==> src/common/relay_drv_pkg.sv <==
package relay_drv_pkg;
  localparam int CHANNELS = 8;
  localparam int SYNC_STAGES = 2;
  // Fault filter time in microseconds and its cycle count at the 40 MHz clock
  localparam int FAULT_FILTER_TIME_US = 200;
  localparam int CLK_MHZ = 40;
  localparam int FAULT_FILTER_CYCLES = FAULT_FILTER_TIME_US * CLK_MHZ;
  localparam logic [7:0] DRIVE_RESET = 8'h00;
  localparam logic [7:0] STATUS_RESET = 8'h00;
  localparam int MSB_INDEX = 7;
  localparam int LSB_INDEX = 0;
endpackage

==> src/hw/relay_drv.sv <==
`timescale 1ns/10ps
// Overview of operation
// Reset low clears shift, control, status registers
// Pulldowns disabled while reset is low
// Sample data on serial clock rise while selected
// Select rising edge copies shift into control
// Bit 7 drives channel 8, bit 0 channel 1
// Serial output changes on falling serial clock
// Select falling edge loads status into shift
// Outputs hold while select stays low
// Deselected: ignore clock and data, show first bit
// Shift register keeps last eight bits only
// Master deselects after exactly eight bits per device; the testbench also sends one 10-bit frame
// Filtered fault latches status and raises alert
// Select rising edge clears latched status
// Status bit equals command, inverted when faulted
// Pulldown input gates sources and open-load detection
// Latch-off enabled: overloaded channel switched off
// Active channel sinks to ground, else floating
// Alert pulled low while any fault present
// Over-temperature forces all channels off
// Alert latched, released on select rising edge
// Latched-off channel recovers after new data latched
// Latch-off disabled: channel stays current-limited
// Parameterised filter qualifies each raw channel fault
// Drive is command gated by latch-off, heat, reset
module relay_drv #(
  parameter int FILTER_CYCLES = relay_drv_pkg::FAULT_FILTER_CYCLES
) (
  input wire logic CLK,
  input wire logic SRST,
  input wire logic RESET_N,
  input wire logic CS_N,
  input wire logic SCLK,
  input wire logic DIN,
  output logic DOUT,
  input wire logic PULLDOWN_DISABLE,
  input wire logic LATCHOFF_DISABLE,
  input wire logic [7:0] OVERLOAD_FAULT,
  input wire logic [7:0] OPEN_LOAD_FAULT,
  input wire logic OVER_TEMP,
  output logic [7:0] SINK_GROUND_EN,
  output logic [7:0] PULLDOWN_EN,
  output logic FLAG_N_O,
  output logic FLAG_N_OE
);
  localparam int CW = $clog2(FILTER_CYCLES + 1);
  localparam logic [CW-1:0] FILTER_MAX = CW'(FILTER_CYCLES);

  // Two-stage synchronisers for all pins from outside the clock domain
  logic [1:0] rst_s, cs_s, sclk_s, din_s, pdd_s, lod_s, ot_s;
  logic [7:0] ovl_m, ovl_s, opn_m, opn_s;
  always_ff @(posedge CLK) begin
    if (SRST) begin
      rst_s <= 2'h0;
      cs_s <= 2'h3;
      sclk_s <= 2'h0;
      din_s <= 2'h0;
      pdd_s <= 2'h0;
      lod_s <= 2'h0;
      ot_s <= 2'h0;
      ovl_m <= 8'h00;
      ovl_s <= 8'h00;
      opn_m <= 8'h00;
      opn_s <= 8'h00;
    end else begin
      rst_s <= {rst_s[0], RESET_N};
      cs_s <= {cs_s[0], CS_N};
      sclk_s <= {sclk_s[0], SCLK};
      din_s <= {din_s[0], DIN};
      pdd_s <= {pdd_s[0], PULLDOWN_DISABLE};
      lod_s <= {lod_s[0], LATCHOFF_DISABLE};
      ot_s <= {ot_s[0], OVER_TEMP};
      ovl_m <= OVERLOAD_FAULT;
      ovl_s <= ovl_m;
      opn_m <= OPEN_LOAD_FAULT;
      opn_s <= opn_m;
    end
  end

  // Edge detection uses a third, private stage so synchroniser heads stay clean
  logic cs_d, sclk_d;
  always_ff @(posedge CLK) begin
    if (SRST) begin
      cs_d <= 1'b1;
      sclk_d <= 1'b0;
    end else begin
      cs_d <= cs_s[1];
      sclk_d <= sclk_s[1];
    end
  end

  logic dev_rst, selected, cs_rise, cs_fall, sclk_rise, sclk_fall;
  assign dev_rst = SRST || !rst_s[1];
  assign selected = !cs_s[1];
  assign cs_rise = cs_s[1] && !cs_d;
  assign cs_fall = !cs_s[1] && cs_d;
  assign sclk_rise = sclk_s[1] && !sclk_d;
  assign sclk_fall = !sclk_s[1] && sclk_d;

  logic [7:0] shift_reg, channel_drive_latch, channel_fault_status, latched_off;
  logic [7:0] fault_now, status_word;
  logic flag_latch;

  // Open-load only counts while pulldowns run
  assign fault_now = ovl_s | (opn_s & {8{!pdd_s[1]}});

  // Per-channel fault filter counters
  logic [CW-1:0] filt_cnt [8];
  logic [7:0] qualified;
  always_ff @(posedge CLK) begin
    for (int i = 0; i < 8; i++) begin
      if (dev_rst || !fault_now[i]) begin
        filt_cnt[i] <= '0;
      end else if (filt_cnt[i] != FILTER_MAX) begin
        filt_cnt[i] <= filt_cnt[i] + CW'(1);
      end
    end
  end
  always_comb begin
    for (int i = 0; i < 8; i++) begin
      qualified[i] = (filt_cnt[i] == FILTER_MAX);
    end
  end

  // Shift register: status load, sampling, deselected hold
  always_ff @(posedge CLK) begin
    if (dev_rst) begin
      shift_reg <= relay_drv_pkg::DRIVE_RESET;
    end else if (cs_fall) begin
      shift_reg <= status_word;
    end else if (selected && sclk_rise) begin
      shift_reg <= {shift_reg[6:0], din_s[1]}; // see
    end
  end

  // Serial output moves on falling clock and on select fall; first bit shown when idle
  always_ff @(posedge CLK) begin
    if (dev_rst) begin
      DOUT <= 1'b0;
    end else if (!selected || cs_fall || sclk_fall) begin
      DOUT <= cs_fall ? status_word[relay_drv_pkg::MSB_INDEX] : shift_reg[relay_drv_pkg::MSB_INDEX]; // see
    end
  end

  // Command latch changes only on deselect
  always_ff @(posedge CLK) begin
    if (dev_rst) begin
      channel_drive_latch <= relay_drv_pkg::DRIVE_RESET;
    end else if (cs_rise) begin
      channel_drive_latch <= shift_reg; // see
    end
  end

  // Status latch: set wins over the deselect clear
  always_ff @(posedge CLK) begin
    if (dev_rst) begin
      channel_fault_status <= relay_drv_pkg::STATUS_RESET;
    end else begin
      channel_fault_status <= (cs_rise ? 8'h00 : channel_fault_status) | qualified; // see
    end
  end
  assign status_word = channel_drive_latch ^ channel_fault_status; // see

  // Overload latch-off, cleared by new data
  always_ff @(posedge CLK) begin
    if (dev_rst) begin
      latched_off <= 8'h00;
    end else begin
      latched_off <= (cs_rise ? 8'h00 : latched_off) | (ovl_s & qualified & {8{!lod_s[1]}}); // see see
    end
  end

  // Alert latch; thermal faults bypass the filter
  always_ff @(posedge CLK) begin
    if (dev_rst) begin
      flag_latch <= 1'b0;
    end else begin
      flag_latch <= (cs_rise ? 1'b0 : flag_latch) | (|qualified) | ot_s[1]; // see
    end
  end

  // Drive outputs registered for glitch-free pins
  always_ff @(posedge CLK) begin
    if (dev_rst) begin
      SINK_GROUND_EN <= 8'h00;
      PULLDOWN_EN <= 8'h00;
    end else begin
      SINK_GROUND_EN <= ot_s[1] ? 8'h00 : (channel_drive_latch & ~latched_off); // see see
      PULLDOWN_EN <= {8{!pdd_s[1]}};
    end
  end
  assign FLAG_N_O = 1'b0;
  assign FLAG_N_OE = flag_latch;

  // Checks
  cmd_hold_a: assert property (@(posedge CLK) disable iff (dev_rst)
    !cs_rise |=> channel_drive_latch == $past(channel_drive_latch)) else $error("command changed without deselect");
  cmd_load_a: assert property (@(posedge CLK) disable iff (dev_rst)
    cs_rise |=> channel_drive_latch == $past(shift_reg)) else $error("deselect did not latch word");
  shift_in_a: assert property (@(posedge CLK) disable iff (dev_rst)
    selected && sclk_rise && !cs_fall |=> shift_reg == {$past(shift_reg[6:0]), $past(din_s[1])})
    else $error("shift failed");
  idle_hold_a: assert property (@(posedge CLK) disable iff (dev_rst)
    !selected && !cs_fall |=> $stable(shift_reg)) else $error("shift moved while idle");
  status_load_a: assert property (@(posedge CLK) disable iff (dev_rst)
    cs_fall |=> shift_reg == $past(status_word)) else $error("status not loaded");
  heat_off_a: assert property (@(posedge CLK) disable iff (dev_rst)
    ot_s[1] |=> SINK_GROUND_EN == 8'h00) else $error("output on during over-temperature");
  flag_set_a: assert property (@(posedge CLK) disable iff (dev_rst)
    |qualified |=> FLAG_N_OE) else $error("alert missed fault");
  flag_clear_a: assert property (@(posedge CLK) disable iff (dev_rst)
    cs_rise && !(|qualified) && !ot_s[1] |=> !FLAG_N_OE) else $error("alert not released");
  latch_off_a: assert property (@(posedge CLK) disable iff (dev_rst)
    (ovl_s & qualified) != 8'h00 && !lod_s[1] ##1 !cs_rise |=> (SINK_GROUND_EN & $past(ovl_s & qualified, 2)) == 8'h00)
    else $error("overload not latched off");
  reset_pd_a: assert property (@(posedge CLK) !rst_s[1] |=> PULLDOWN_EN == 8'h00 && SINK_GROUND_EN == 8'h00)
    else $error("outputs active in reset");
endmodule

==> config.mk <==
export PLATFORM = sky130hd
export DESIGN_NAME = relay_drv
export DESIGN_NICKNAME = d
export VERILOG_FILES = /design/src/common/relay_drv_pkg.sv /design/src/hw/relay_drv.sv
export SDC_FILE = /design/constraint.sdc
export NUM_CORES = 1
export LEC_CHECK = 0
export BUFFER_PORTS_ARGS = -buffer_cell sky130_fd_sc_hd__buf_2
export CAP_MARGIN = 40
export CORE_MARGIN = 2
export CORE_UTILIZATION = 30
export CTS_CLUSTER_SIZE = 12
export DETAILED_ROUTE_END_ITERATION = 8
export PLACE_DENSITY_LB_ADDON = 0.08
export RECOVER_POWER = 25
export SYNTH_ARGS = -nofsm -noshare
export SYNTH_HDL_FRONTEND = slang
export SYNTH_SLANG_ARGS = --single-unit
export TNS_END_PERCENT = 1
==> constraint.sdc <==
create_clock -name CLK -period 4.7 [get_ports CLK]
set_input_delay 0.94 -clock CLK [delete_from_list [all_inputs] [get_ports CLK]]
set_output_delay 0.94 -clock CLK [all_outputs]
set_load 0.01 [all_outputs]
# Word level (Yosys, flattened, before mapping)
# Memory sizes are Yosys's and may differ from the RTL's.
# Cells that the tools add are included.
[word_totals] reg_bits=91 mem_bits_rw=104 inputBits=25 output_inout_bits=19 elab_cells=153 mem_count=1
[mem_list] memory="filt_cnt" depth=8 word_bits=13 read_ports=8 rd_ports_with_merged_regs=0 wr=8 line_no="relay_drv.sv:109" text="logic [CW-1:0] filt_cnt [8];"
[classes] n_addsub=8 n_eq_ne=16 mux=54 n_bitwise=19 reduce_logical=34
[ops] cell="adder 13 x 1 -> 13 bit (second input constant)" n=8
[ops] cell="equality test 13 bit (second input constant)" n=8
[ops] cell="two-way mux 13 bit" n=8
[ops] cell="inequality test 13 bit (second input constant)" n=8
[ops] cell="two-way mux 1 bit" n=42
[ops] cell="AND 8 bit" n=4
[ops] cell="two-way mux 8 bit" n=4
[ops] cell="OR 8 bit" n=3
[ops] cell="logical NOT 1 bit" n=15
[ops] cell="logical OR 1 bit" n=11
[ops] cell="OR 1 bit" n=10
[ops] cell="inverter 8 bit" n=1
[ops] cell="OR reduction 8 bit" n=1
[ops] cell="bitwise XOR 8 bit" n=1
[ops] cell="logical AND 1 bit" n=5
[ops] cell="nonzero test 2 bit" n=1
[ops] cell="OR reduction 2 bit" n=1

# Depth between registers and ports, before layout
# Gate-level depths: netlist of run 1.
[logic_depth] ltp_word=8 mapped_depth=7 mapped_depth_nobuf=6

# Worst setup path after synthesis of run 1
# Ideal clock, no wire load.
[synth_timing] kind="input to register" from="input SRST" to="memory filt_cnt[0][0] in the netlist's numbering, enable pin" setup_ns=0.365 arrival_ns=1.867 path_slack_ns=2.468 stages=5 n_path_buf=2 cell_sequence="nand2b_1 -> clkbuf_1 -> buf_2 -> a21oi_2 -> nand2b_1"
[synth_rtl] element="start, declared" line_no="relay_drv.sv:31" text="input wire logic SRST,"
[synth_rtl] element="end, declared" line_no="relay_drv.sv:109"

==> metrics.md, run 1 <==
| Metric | Value |
|---|---|
| Status | `finished with violations` |
| Failing checks | `capacitance limit, slew limit` |
| WS Path Type | `in -> reg` |
| Cts repair resizes | `0` |
| H-tree levels | `4` |
| Required @ worst endpoint | `4.74 ns` |
| Worst Clk Skew | `0.0130 ns` |
| Uppermost layer routed | `met4` |
| Clock buffer depth | `2` |
| Overall via count from detail_route | `5719` |
| HP Start | `cs_s[0]` |
| WL per Instance | `13.7 um` |
| Min Hold Slack | `0.411 ns` |
| Post-synthesis instance area | `0.00890 mm^2` |
| Worst VDD drop | `0.000222 V` |
| Top Ports | `44` |
| Area taken by multi-input logic gates | `0.00358 mm^2` |
| Final Total Pwr | `3.25 mW` |
| Setup TNS | `0 ns` |
| Total wire length | `17.6 mm` |
| Synth unique cells | `51` |
| DRC | `0` |
| Grt ovf | `0` |
| Startpoint types | `input pin` |
| Synth Warn # | `0` |
| Sequential fraction of the synthesis area | `55.6%` |
| Die width | `176 um` |
| Top cell type's share of synthesized area | `35.1%` |
| CTS root buf | `clkbuf_16` |
| Pwr dens | `327 mW/mm^2` |
| TritonCTS buffer count | `17` |
| Post-CTS Hold Buffers | `0` |
| Die height | `176 um` |
| Nature of the critical path endpoint | `flip-flop` |
| Max FFs per register | `104` |
| Seq. cell area | `0.00494 mm^2` |
| Final Hold Viols | `0` |
| Cell internal pwr | `2.52 mW` |
| Worst-margin pin slew | `2.18 ns` |
| Psw | `0.738 mW` |
| Largest net degree at the start of global routing | `49` |
| Slew Limit Fails | `49` |
| Initial antenna violation count | `0` |
| Design Area, Final | `0.00996 mm^2` |
| First-pass GRT wire length | `29.5 mm` |
| Finished Layout Cells | `1282` |
| Worst rel slew slack | `-45.1%` |
| Post-DP HPWL | `12.1 mm` |
| Most used DFF post-synth | `edfxtp_1` |
| Cell taking the most area after synthesis | `edfxtp_1` |
| CP max FO | `28` |
| Share of layout cells above drive strength 1 | `11.3%` |
| Drt first pass iters | `4` |
| Hold crit path type | `reg -> reg` |
| # diodes | `0` |
| Top reg by flops | `filt_cnt` |
| Origin of the critical flop-to-flop path | `rst_s[1]` |
| Met3 wire length | `318 um` |
| Core ar. | `0.0294 mm^2` |
| Most common cell after layout, fill and taps aside | `nor2_1` |
| Mean Syn Cell Area | `10.5 um^2` |
| Filler cell count | `3037` |
| Die ar. | `0.0311 mm^2` |
| Syn Nets | `889` |
| Sink Count | `195` |
| I/O Buffers | `42` |
| Area contributors post-synth | `edfxtp_1 (35%), dfxtp_1 (20%), xnor2_1 (6.3%)` |
| Clk Latency, worst-skew pair | `0.43 ns` |
| Placement Cell Area | `0.00942 mm^2` |
| Most frequent cells in the layout | `nor2_1 (142), edfxtp_1 (104), dfxtp_1 (91), xnor2_1 (64), nand2_1 (54)` |
| Initial Util | `30.3%` |
| Leak pwr | `3.25 nW` |
| Tot GR Track Use | `12.0%` |
| Post-Syn Instances | `848` |
| CP arrival | `2.76 ns` |
| Routed Antenna Nets | `0` |
| Area grow syn2layout | `11.9%` |
| Layout Nets | `920` |
| Number of synthesized register bits | `195` |
| Period utilisation layout | `57.8%` |
| Post-CTS setup buffers | `0` |
| Clock power frac | `42.8%` |
| GP Congestion | `0.705` |
| Sw frac | `22.7%` |
| RSZ-0062 raised after global routing | `false` |
| Reg power frac | `55.4%` |
| CTS tree | `done` |
| Combinational power share | `1.8%` |
| Clock transition at path regs | `0.07 ns` |
| Asr flop ratio synth | `0%` |
| Number of placement rows | `63` |
| Vias in the first global route | `5604` |
| Placed cells | `1250` |
| Initial DRC count | `298` |
| Max frequency | `368 MHz` |
| Via density | `4.46` |
| Crit. Startpoint | `SRST` |
| WL met2 | `7.89 mm` |
| Met1 WL | `9.19 mm` |
| Final setup violation count | `0` |
| # Max-Cap Violations | `1` |
| Period minus WS final | `2.72 ns` |
| EDFF count, synth | `104` |
kinds of logic (layout without fill, tap and decap cells):
group                    after synthesis  in the layout  share of synthesized area, %
AO/OA/AOI/OAI                         47             47                          3.30
XOR/XNOR                              94             94                          9.25
adder cells (fa/ha/maj)               16             16                          2.25
buffers and inverters                 77            121                          4.19
flip-flops                           195            195                          55.6
multiplexers                          11             11                          1.25
other                                  1              1                        0.0421
AND/OR/NAND/NOR                      407            407                          24.2
layer usage:
metal	up-vias	track usage (%)
met5	-	0
met4	0	3.51
met3	11	2.20
met2	44	18.7
met1	2719	16.9
li1	2945	-
cell usage after synthesis (all sizes together), types with 16 or more instances:
master / instances
nand3: 33
nand4: 24
a21oi: 28
nor2: 142
dfxtp: 91
xnor2: 64
buf: 19
xor2: 30
nor3: 33
nand2b: 19
ha: 16
edfxtp: 104
inv: 44
nor2b: 45
nand2: 55
final timing paths:
kind / cells after the start / endpoint / slack [ns]
hold reg to reg: 1 / cs_s[1] / 0.41
setup / recovery: 4 / filt_cnt[0][10] / 1.98
hold / removal: 1 / cs_s[1] / 0.41
setup reg to reg: 3 / filt_cnt[0][10] / 2.36
worst max-delay path, stage by stage:
cell and delay (ns):
buf_2 0.10, nand2b_1 0.70, a21oi_2 0.55, nand2b_1 0.45
power by group through the flow:
stage	logic, mW	registers (mW)	clock network (mW)
after global routing	0.0652	1.81	1.51
final	0.0573	1.80	1.39
after detailed placement	0.0594	1.84	0
after global placement	0.0588	1.84	0
after floorplan	0.0395	1.84	0
after CTS	0.0596	1.80	1.45
through the flow:
| stage | setup slack [ns] | util, % |
|---|---|---|
| 4_1_cts | 2.28 | 33.9 |
| 6_report | 1.98 | 33.9 |
| 3_3_place_gp | 1.88 | 32.0 |
| 2_1_floorplan | 2.47 | - |
| 3_5_place_dp | 1.84 | 32.1 |
| 5_1_grt | 1.72 | 33.9 |
area by class of cell:
type	count	area share, %
clock inverters	13	1.14
multi-input cells	576	36.0
repair buffers	45	2.30
flip-flops and latches	195	49.7
well taps	390	4.90
clock buffers	19	4.35
inverters	44	1.66
No activity file was read; power rests on OpenSTA's default activity.
==> run 2: changes to the inputs <==
Clock period 4.7 ns to 2.5 ns, I/O delays scaled along.
==> metrics.md, run 2 (same netlist as run 1, synthesis figures left out) <==
| Metric | Value |
|---|---|
| Nature of the critical path endpoint | `flip-flop` |
| GP Congestion | `0.749 (+6.2%)` |
| Initial DRC count | `287 (-3.7%)` |
| Cell internal pwr | `4.80 mW (+91%)` |
| Origin of the critical flop-to-flop path | `filt_cnt[1][39]` |
| Psw | `1.32 mW (+79%)` |
| Reg2Reg Setup Slack | `0.30 ns (-2.06 ns)` |
| Top Ports | `44 (unchanged)` |
| CTS tree | `done` |
| Most common cell after layout, fill and taps aside | `nor2_1` |
| Core ar. | `0.0294 mm^2 (unchanged)` |
| Leak pwr | `3.24 nW (-0.32%)` |
| Max FFs per register | `104 (unchanged)` |
| Area grow syn2layout | `12.5%` |
| Cts repair resizes | `0 (unchanged)` |
| CP max FO | `13 (-54%)` |
| WS Path Type | `reg -> reg` |
| Status | `completed` |
| Post-CTS setup buffers | `0 (unchanged)` |
| WL per Instance | `14.1 um (+2.5%)` |
| Max frequency | `455 MHz` |
| Drt first pass iters | `4 (unchanged)` |
| Tot GR Track Use | `12.4% (+0.45 points)` |
| Final Hold Viols | `0 (unchanged)` |
| Worst-margin pin slew | `1.08 ns (-1.10 ns)` |
| Post-DP HPWL | `12.5 mm (+3.3%)` |
| Setup TNS | `0 ns (unchanged)` |
| DRC | `0 (unchanged)` |
| First-pass GRT wire length | `30.3 mm (+2.7%)` |
| Initial antenna violation count | `0 (unchanged)` |
| Pwr dens | `612 mW/mm^2 (+87%)` |
| Largest net degree at the start of global routing | `49 (unchanged)` |
| Overall via count from detail_route | `5732 (+0.23%)` |
| Initial Util | `30.3% (unchanged)` |
| Worst rel slew slack | `28.2% (+73 points)` |
| Startpoint types | `flip-flop` |
| TritonCTS buffer count | `17 (unchanged)` |
| Sink Count | `195 (unchanged)` |
| Design Area, Final | `0.0100 mm^2 (+0.59%)` |
| Clk Latency, worst-skew pair | `0.43 ns (about the same)` |
| I/O Buffers | `42 (unchanged)` |
| Layout Nets | `931 (+1.2%)` |
| Reg power frac | `55.4% (about the same)` |
| # diodes | `0 (unchanged)` |
| Via density | `4.43 (-0.63%)` |
| Grt ovf | `0 (unchanged)` |
| Worst Clk Skew | `0.0119 ns (-0.00105 ns)` |
| Clock power frac | `42.8% (about the same)` |
| Total wire length | `18.2 mm (+3.4%)` |
| Die ar. | `0.0311 mm^2 (unchanged)` |
| # Max-Cap Violations | `0 (-1)` |
| Die height | `176 um (unchanged)` |
| Hold path cells | `2 (+1)` |
| Finished Layout Cells | `1293 (+0.86%)` |
| Placement Cell Area | `0.00950 mm^2 (+0.80%)` |
| Routed Antenna Nets | `0 (unchanged)` |
| Slew Limit Fails | `0 (-100%)` |
| Clock transition at path regs | `0.07 ns (about the same)` |
| Die width | `176 um (unchanged)` |
| Post-CTS Hold Buffers | `0 (unchanged)` |
| Clock buffer depth | `2 (unchanged)` |
| Hold crit path type | `in -> reg` |
| R2R Path End | `filt_cnt[1][50]` |
| Placed cells | `1261 (+0.88%)` |
| CP arrival | `2.24 ns (-0.52 ns)` |
| Top reg by flops | `filt_cnt` |
| Filler cell count | `3029 (-0.26%)` |
| Required @ worst endpoint | `2.55 ns (-2.19 ns)` |
| HP Start | `CS_N` |
| Combinational power share | `1.8% (about the same)` |
| H-tree levels | `4 (unchanged)` |
| Path depth of the worst reg2reg path | `5 (+2)` |
| Hold endpoint | `cs_s[0]` |
| RSZ-0062 raised after global routing | `false` |
| Share of layout cells above drive strength 1 | `10.6% (-0.69 points)` |
| Worst VDD drop | `0.000445 V (+100%)` |
| Post-layout util | `34.1% (+0.20 points)` |
| Final setup violation count | `0 (unchanged)` |
| CTS root buf | `clkbuf_16` |
| Number of placement rows | `63 (unchanged)` |
| Vias in the first global route | `5704 (+1.8%)` |
| Most frequent cells in the layout | `nor2_1 (142), edfxtp_1 (104), dfxtp_1 (91), xnor2_1 (64), nand2_1 (54)` |
| Period minus WS final | `2.20 ns` |
| Sw frac | `21.6% (-1.1 points)` |
| Period utilisation layout | `87.9%` |
run 2: cell types whose count changed in the layout (fill, tap and decap cells not counted), moves of 2 or more:
cell / change
buf_2: -12
buf_4: +12
clkbuf_1: +13
clkinv_1: +2
inv_6: -2
inv_8: -3
run 2: per-layer routing:
layer  GRT usage (%)  wire length, um  part of all wire [%]  vias up
li1                -                -                     -     2972
met1            17.5             9540                    52     2711
met2            19.2             8110                    45       40
met3            2.65              376                   2.1        9
met4            3.62              164                  0.90        0
met5               0                0                     0        -
run 2: cell type report:
type	count	area [um^2]	share of cell area [%]
clock buffer	21	440	4.40
sequential	195	4940	49.4
timing repair buffer	56	290	2.90
tap	390	488	4.87
multi-input combinational	576	3580	35.8
inverter	44	165	1.65
clock inverter	11	104	1.04
run 2: metrics by stage:
| step | setup WS (ns) | hold WS [ns] | total power, mW |
|---|---|---|---|
| floorplan | 0.595 | 0.389 | 3.53 |
| global placement | 0.308 | 0.404 | 3.58 |
| detailed placement | 0.267 | 0.410 | 3.58 |
| CTS | 0.251 | 0.233 | 6.23 |
| global route | 0.0958 | 0.246 | 6.37 |
| finish | 0.302 | 0.261 | 6.12 |
run 2: worst max-delay path: stages (launching register included):
cell,delay [ns]
edfxtp_1,0.45
inv_1,0.09
ha_1,0.13
or4b_4,0.46
nor3_4,0.28
nand2_1,0.41
run 2: power by group through the flow:
stage                     combinational (mW)  clock [mW]  sequential [mW]
after floorplan                       0.0743           0             3.46
after global placement                 0.116           0             3.47
after detailed placement               0.116           0             3.47
after CTS                              0.116        2.72             3.39
after global routing                   0.125        2.85             3.40
final                                  0.110        2.62             3.39
run 2: how the worst max path moves through the flow:
stage | start | end | slack, ns | cells after the start
3_5_place_dp | filt_cnt[1][39] | filt_cnt[1][48] | 0.27 | 5
2_1_floorplan | filt_cnt[1][39] | filt_cnt[1][39] | 0.59 | 5
3_3_place_gp | SRST | filt_cnt[1][3] | 0.31 | 4
5_1_grt | filt_cnt[1][39] | filt_cnt[1][45] | 0.1 | 5
6_report | filt_cnt[1][39] | filt_cnt[1][50] | 0.30 | 5
4_1_cts | filt_cnt[1][39] | filt_cnt[1][50] | 0.25 | 5
==> run 3: changes to the inputs <==
Settings changed: CORE_UTILIZATION 30 to 40.
==> metrics.md, run 3 (same netlist as run 1, synthesis figures left out) <==
| Metric | Value |
|---|---|
| Share of layout cells above drive strength 1 | `10.7% (+0.059 points)` |
| Grt ovf | `0 (unchanged)` |
| Top Ports | `44 (unchanged)` |
| Routed Antenna Nets | `0 (unchanged)` |
| Period minus WS final | `2.16 ns (-0.0340 ns)` |
| Total wire length | `17.4 mm (-4.6%)` |
| Leak pwr | `3.24 nW (+0.24%)` |
| Layout Nets | `926 (-0.54%)` |
| WS Path Type | `reg -> reg` |
| Period utilisation layout | `86.6% (-1.4 points)` |
| Status | `completed` |
| Pwr dens | `624 mW/mm^2 (+2.0%)` |
| Nature of the critical path endpoint | `flip-flop` |
| Most frequent cells in the layout | `nor2_1 (142), edfxtp_1 (104), dfxtp_1 (91), xnor2_1 (64), nand2_1 (54)` |
| Core ar. | `0.0218 mm^2 (-26%)` |
| Final Hold Viols | `0 (unchanged)` |
| Placed cells | `1146 (-9.1%)` |
| WL per Instance | `14.7 um (+4.7%)` |
| CTS tree | `done` |
| Setup TNS | `0 ns (unchanged)` |
| Met3 wire length | `418 um (+11%)` |
| CP arrival | `2.22 ns (-0.02 ns)` |
| Max frequency | `462 MHz (+1.6%)` |
| Worst VDD drop | `0.000367 V (-17%)` |
| Via density | `4.96 (+12%)` |
| Largest net degree at the start of global routing | `49 (unchanged)` |
| Final setup violation count | `0 (unchanged)` |
| Sink Count | `195 (unchanged)` |
| Reg2Reg Setup Slack | `0.34 ns (+0.03 ns)` |
| Post-DP HPWL | `12.1 mm (-2.6%)` |
| Required @ worst endpoint | `2.55 ns (about the same)` |
| Die height | `153 um (-13%)` |
| DRC | `0 (unchanged)` |
| # diodes | `0 (unchanged)` |
| Startpoint types | `flip-flop` |
| Initial DRC count | `270 (-5.9%)` |
| TritonCTS buffer count | `17 (unchanged)` |
| CP max FO | `13 (unchanged)` |
| Hold path cells | `2 (unchanged)` |
| Most common cell after layout, fill and taps aside | `nor2_1` |
| Uppermost layer routed | `met4` |
| Clock buffer depth | `2 (unchanged)` |
| Overall via count from detail_route | `5838 (+1.8%)` |
| Final Total Pwr | `6.15 mW (+0.46%)` |
| Initial antenna violation count | `0 (unchanged)` |
| Top reg by flops | `filt_cnt` |
| Worst rel slew slack | `30.2% (+1.9 points)` |
| RSZ-0062 raised after global routing | `false` |
| Drt first pass iters | `6 (+2)` |
| Min Hold Slack | `0.245 ns (-0.0155 ns)` |
| Initial Util | `40.8% (+11 points)` |
| Clk Latency, worst-skew pair | `0.44 ns (about the same)` |
| Min setup slack post-route | `0.336 ns (+0.0340 ns)` |
| Tot GR Track Use | `15.3% (+2.9 points)` |
| Number of placement rows | `54 (-14%)` |
| Worst-margin pin slew | `1.05 ns (-0.0291 ns)` |
| Area grow syn2layout | `10.8%` |
| CTS root buf | `clkbuf_16` |
| Post-CTS Hold Buffers | `0 (unchanged)` |
| Slew Limit Fails | `0 (unchanged)` |
| Post-CTS setup buffers | `0 (unchanged)` |
| H-tree levels | `4 (unchanged)` |
| First-pass GRT wire length | `29.3 mm (-3.4%)` |
| # Max-Cap Violations | `0 (unchanged)` |
| Finished Layout Cells | `1178 (-8.9%)` |
| Worst Clk Skew | `0.0186 ns (+0.00670 ns)` |
| Met1 WL | `8.75 mm (-8.3%)` |
| I/O Buffers | `42 (unchanged)` |
| Path depth of the worst reg2reg path | `5 (unchanged)` |
| Hold crit path type | `in -> reg` |
| WL met2 | `7.93 mm (-2.2%)` |
| Die width | `153 um (-13%)` |
| Vias in the first global route | `5935 (+4.0%)` |
| Clock transition at path regs | `0.08 ns (about the same)` |
| Die ar. | `0.0235 mm^2 (-24%)` |
| Cts repair resizes | `0 (unchanged)` |
| Max FFs per register | `104 (unchanged)` |
| Dpl ws | `0.304 ns (+0.0369 ns)` |
| GP Congestion | `0.790 (+5.6%)` |
-- run 3: cell count changes in the layout (fill, tap and decap cells not counted), sizes merged --
cell,previous run,this run
bufinv,1,0
buf,39,33
clkinvlp,3,0
clkinv,4,8
inv,47,51
clkbuf,38,35
-- run 3: final timing paths --
check,endpoint,startpoint
min,cs_s[0],CS_N
max reg2reg,filt_cnt[1][49],filt_cnt[1][39]
min reg2reg,SINK_GROUND_EN[5],latched_off[5]
max,filt_cnt[1][49],filt_cnt[1][39]
-- run 3: where the power goes --
part           internal (mW)  leakage (nW)  switching (mW)
logic                 0.0465         0.931          0.0615
clock network           1.33         0.287            1.32
registers               3.37          2.03          0.0181
total                   4.75          3.24            1.40
-- run 3: routing by layer --
| metal | global-route usage, % | vias to the layer above |
|---|---|---|
| met1 | 21.2 | 2786 |
| met3 | 2.89 | 15 |
| met5 | 0 | - |
| met2 | 24.7 | 66 |
| met4 | 4.59 | 0 |
| li1 | - | 2971 |
-- run 3: area by class of cell --
type | count | area, um^2
clock buffer | 17 | 425
clock inverter | 15 | 148
fill | 2084 | 12000
inverter | 44 | 165
multi-input combinational | 576 | 3580
sequential | 195 | 4940
tap | 280 | 350
timing repair buffer | 51 | 249
-- run 3: per-stage QoR --
stage | cell area, um^2 | util [%]
floorplan | 8900 | -
global placement | 9320 | 42.7
detailed placement | 9320 | 42.7
CTS | 9900 | 45.4
global route | 9870 | 45.2
finish | 9870 | 45.2
-- run 3: worst max-delay path: stages (launching register included) --
cell      delay (ns)
edfxtp_1        0.45
inv_1           0.09
ha_1            0.14
or4b_4          0.47
nor3_4          0.26
nand2_1         0.39
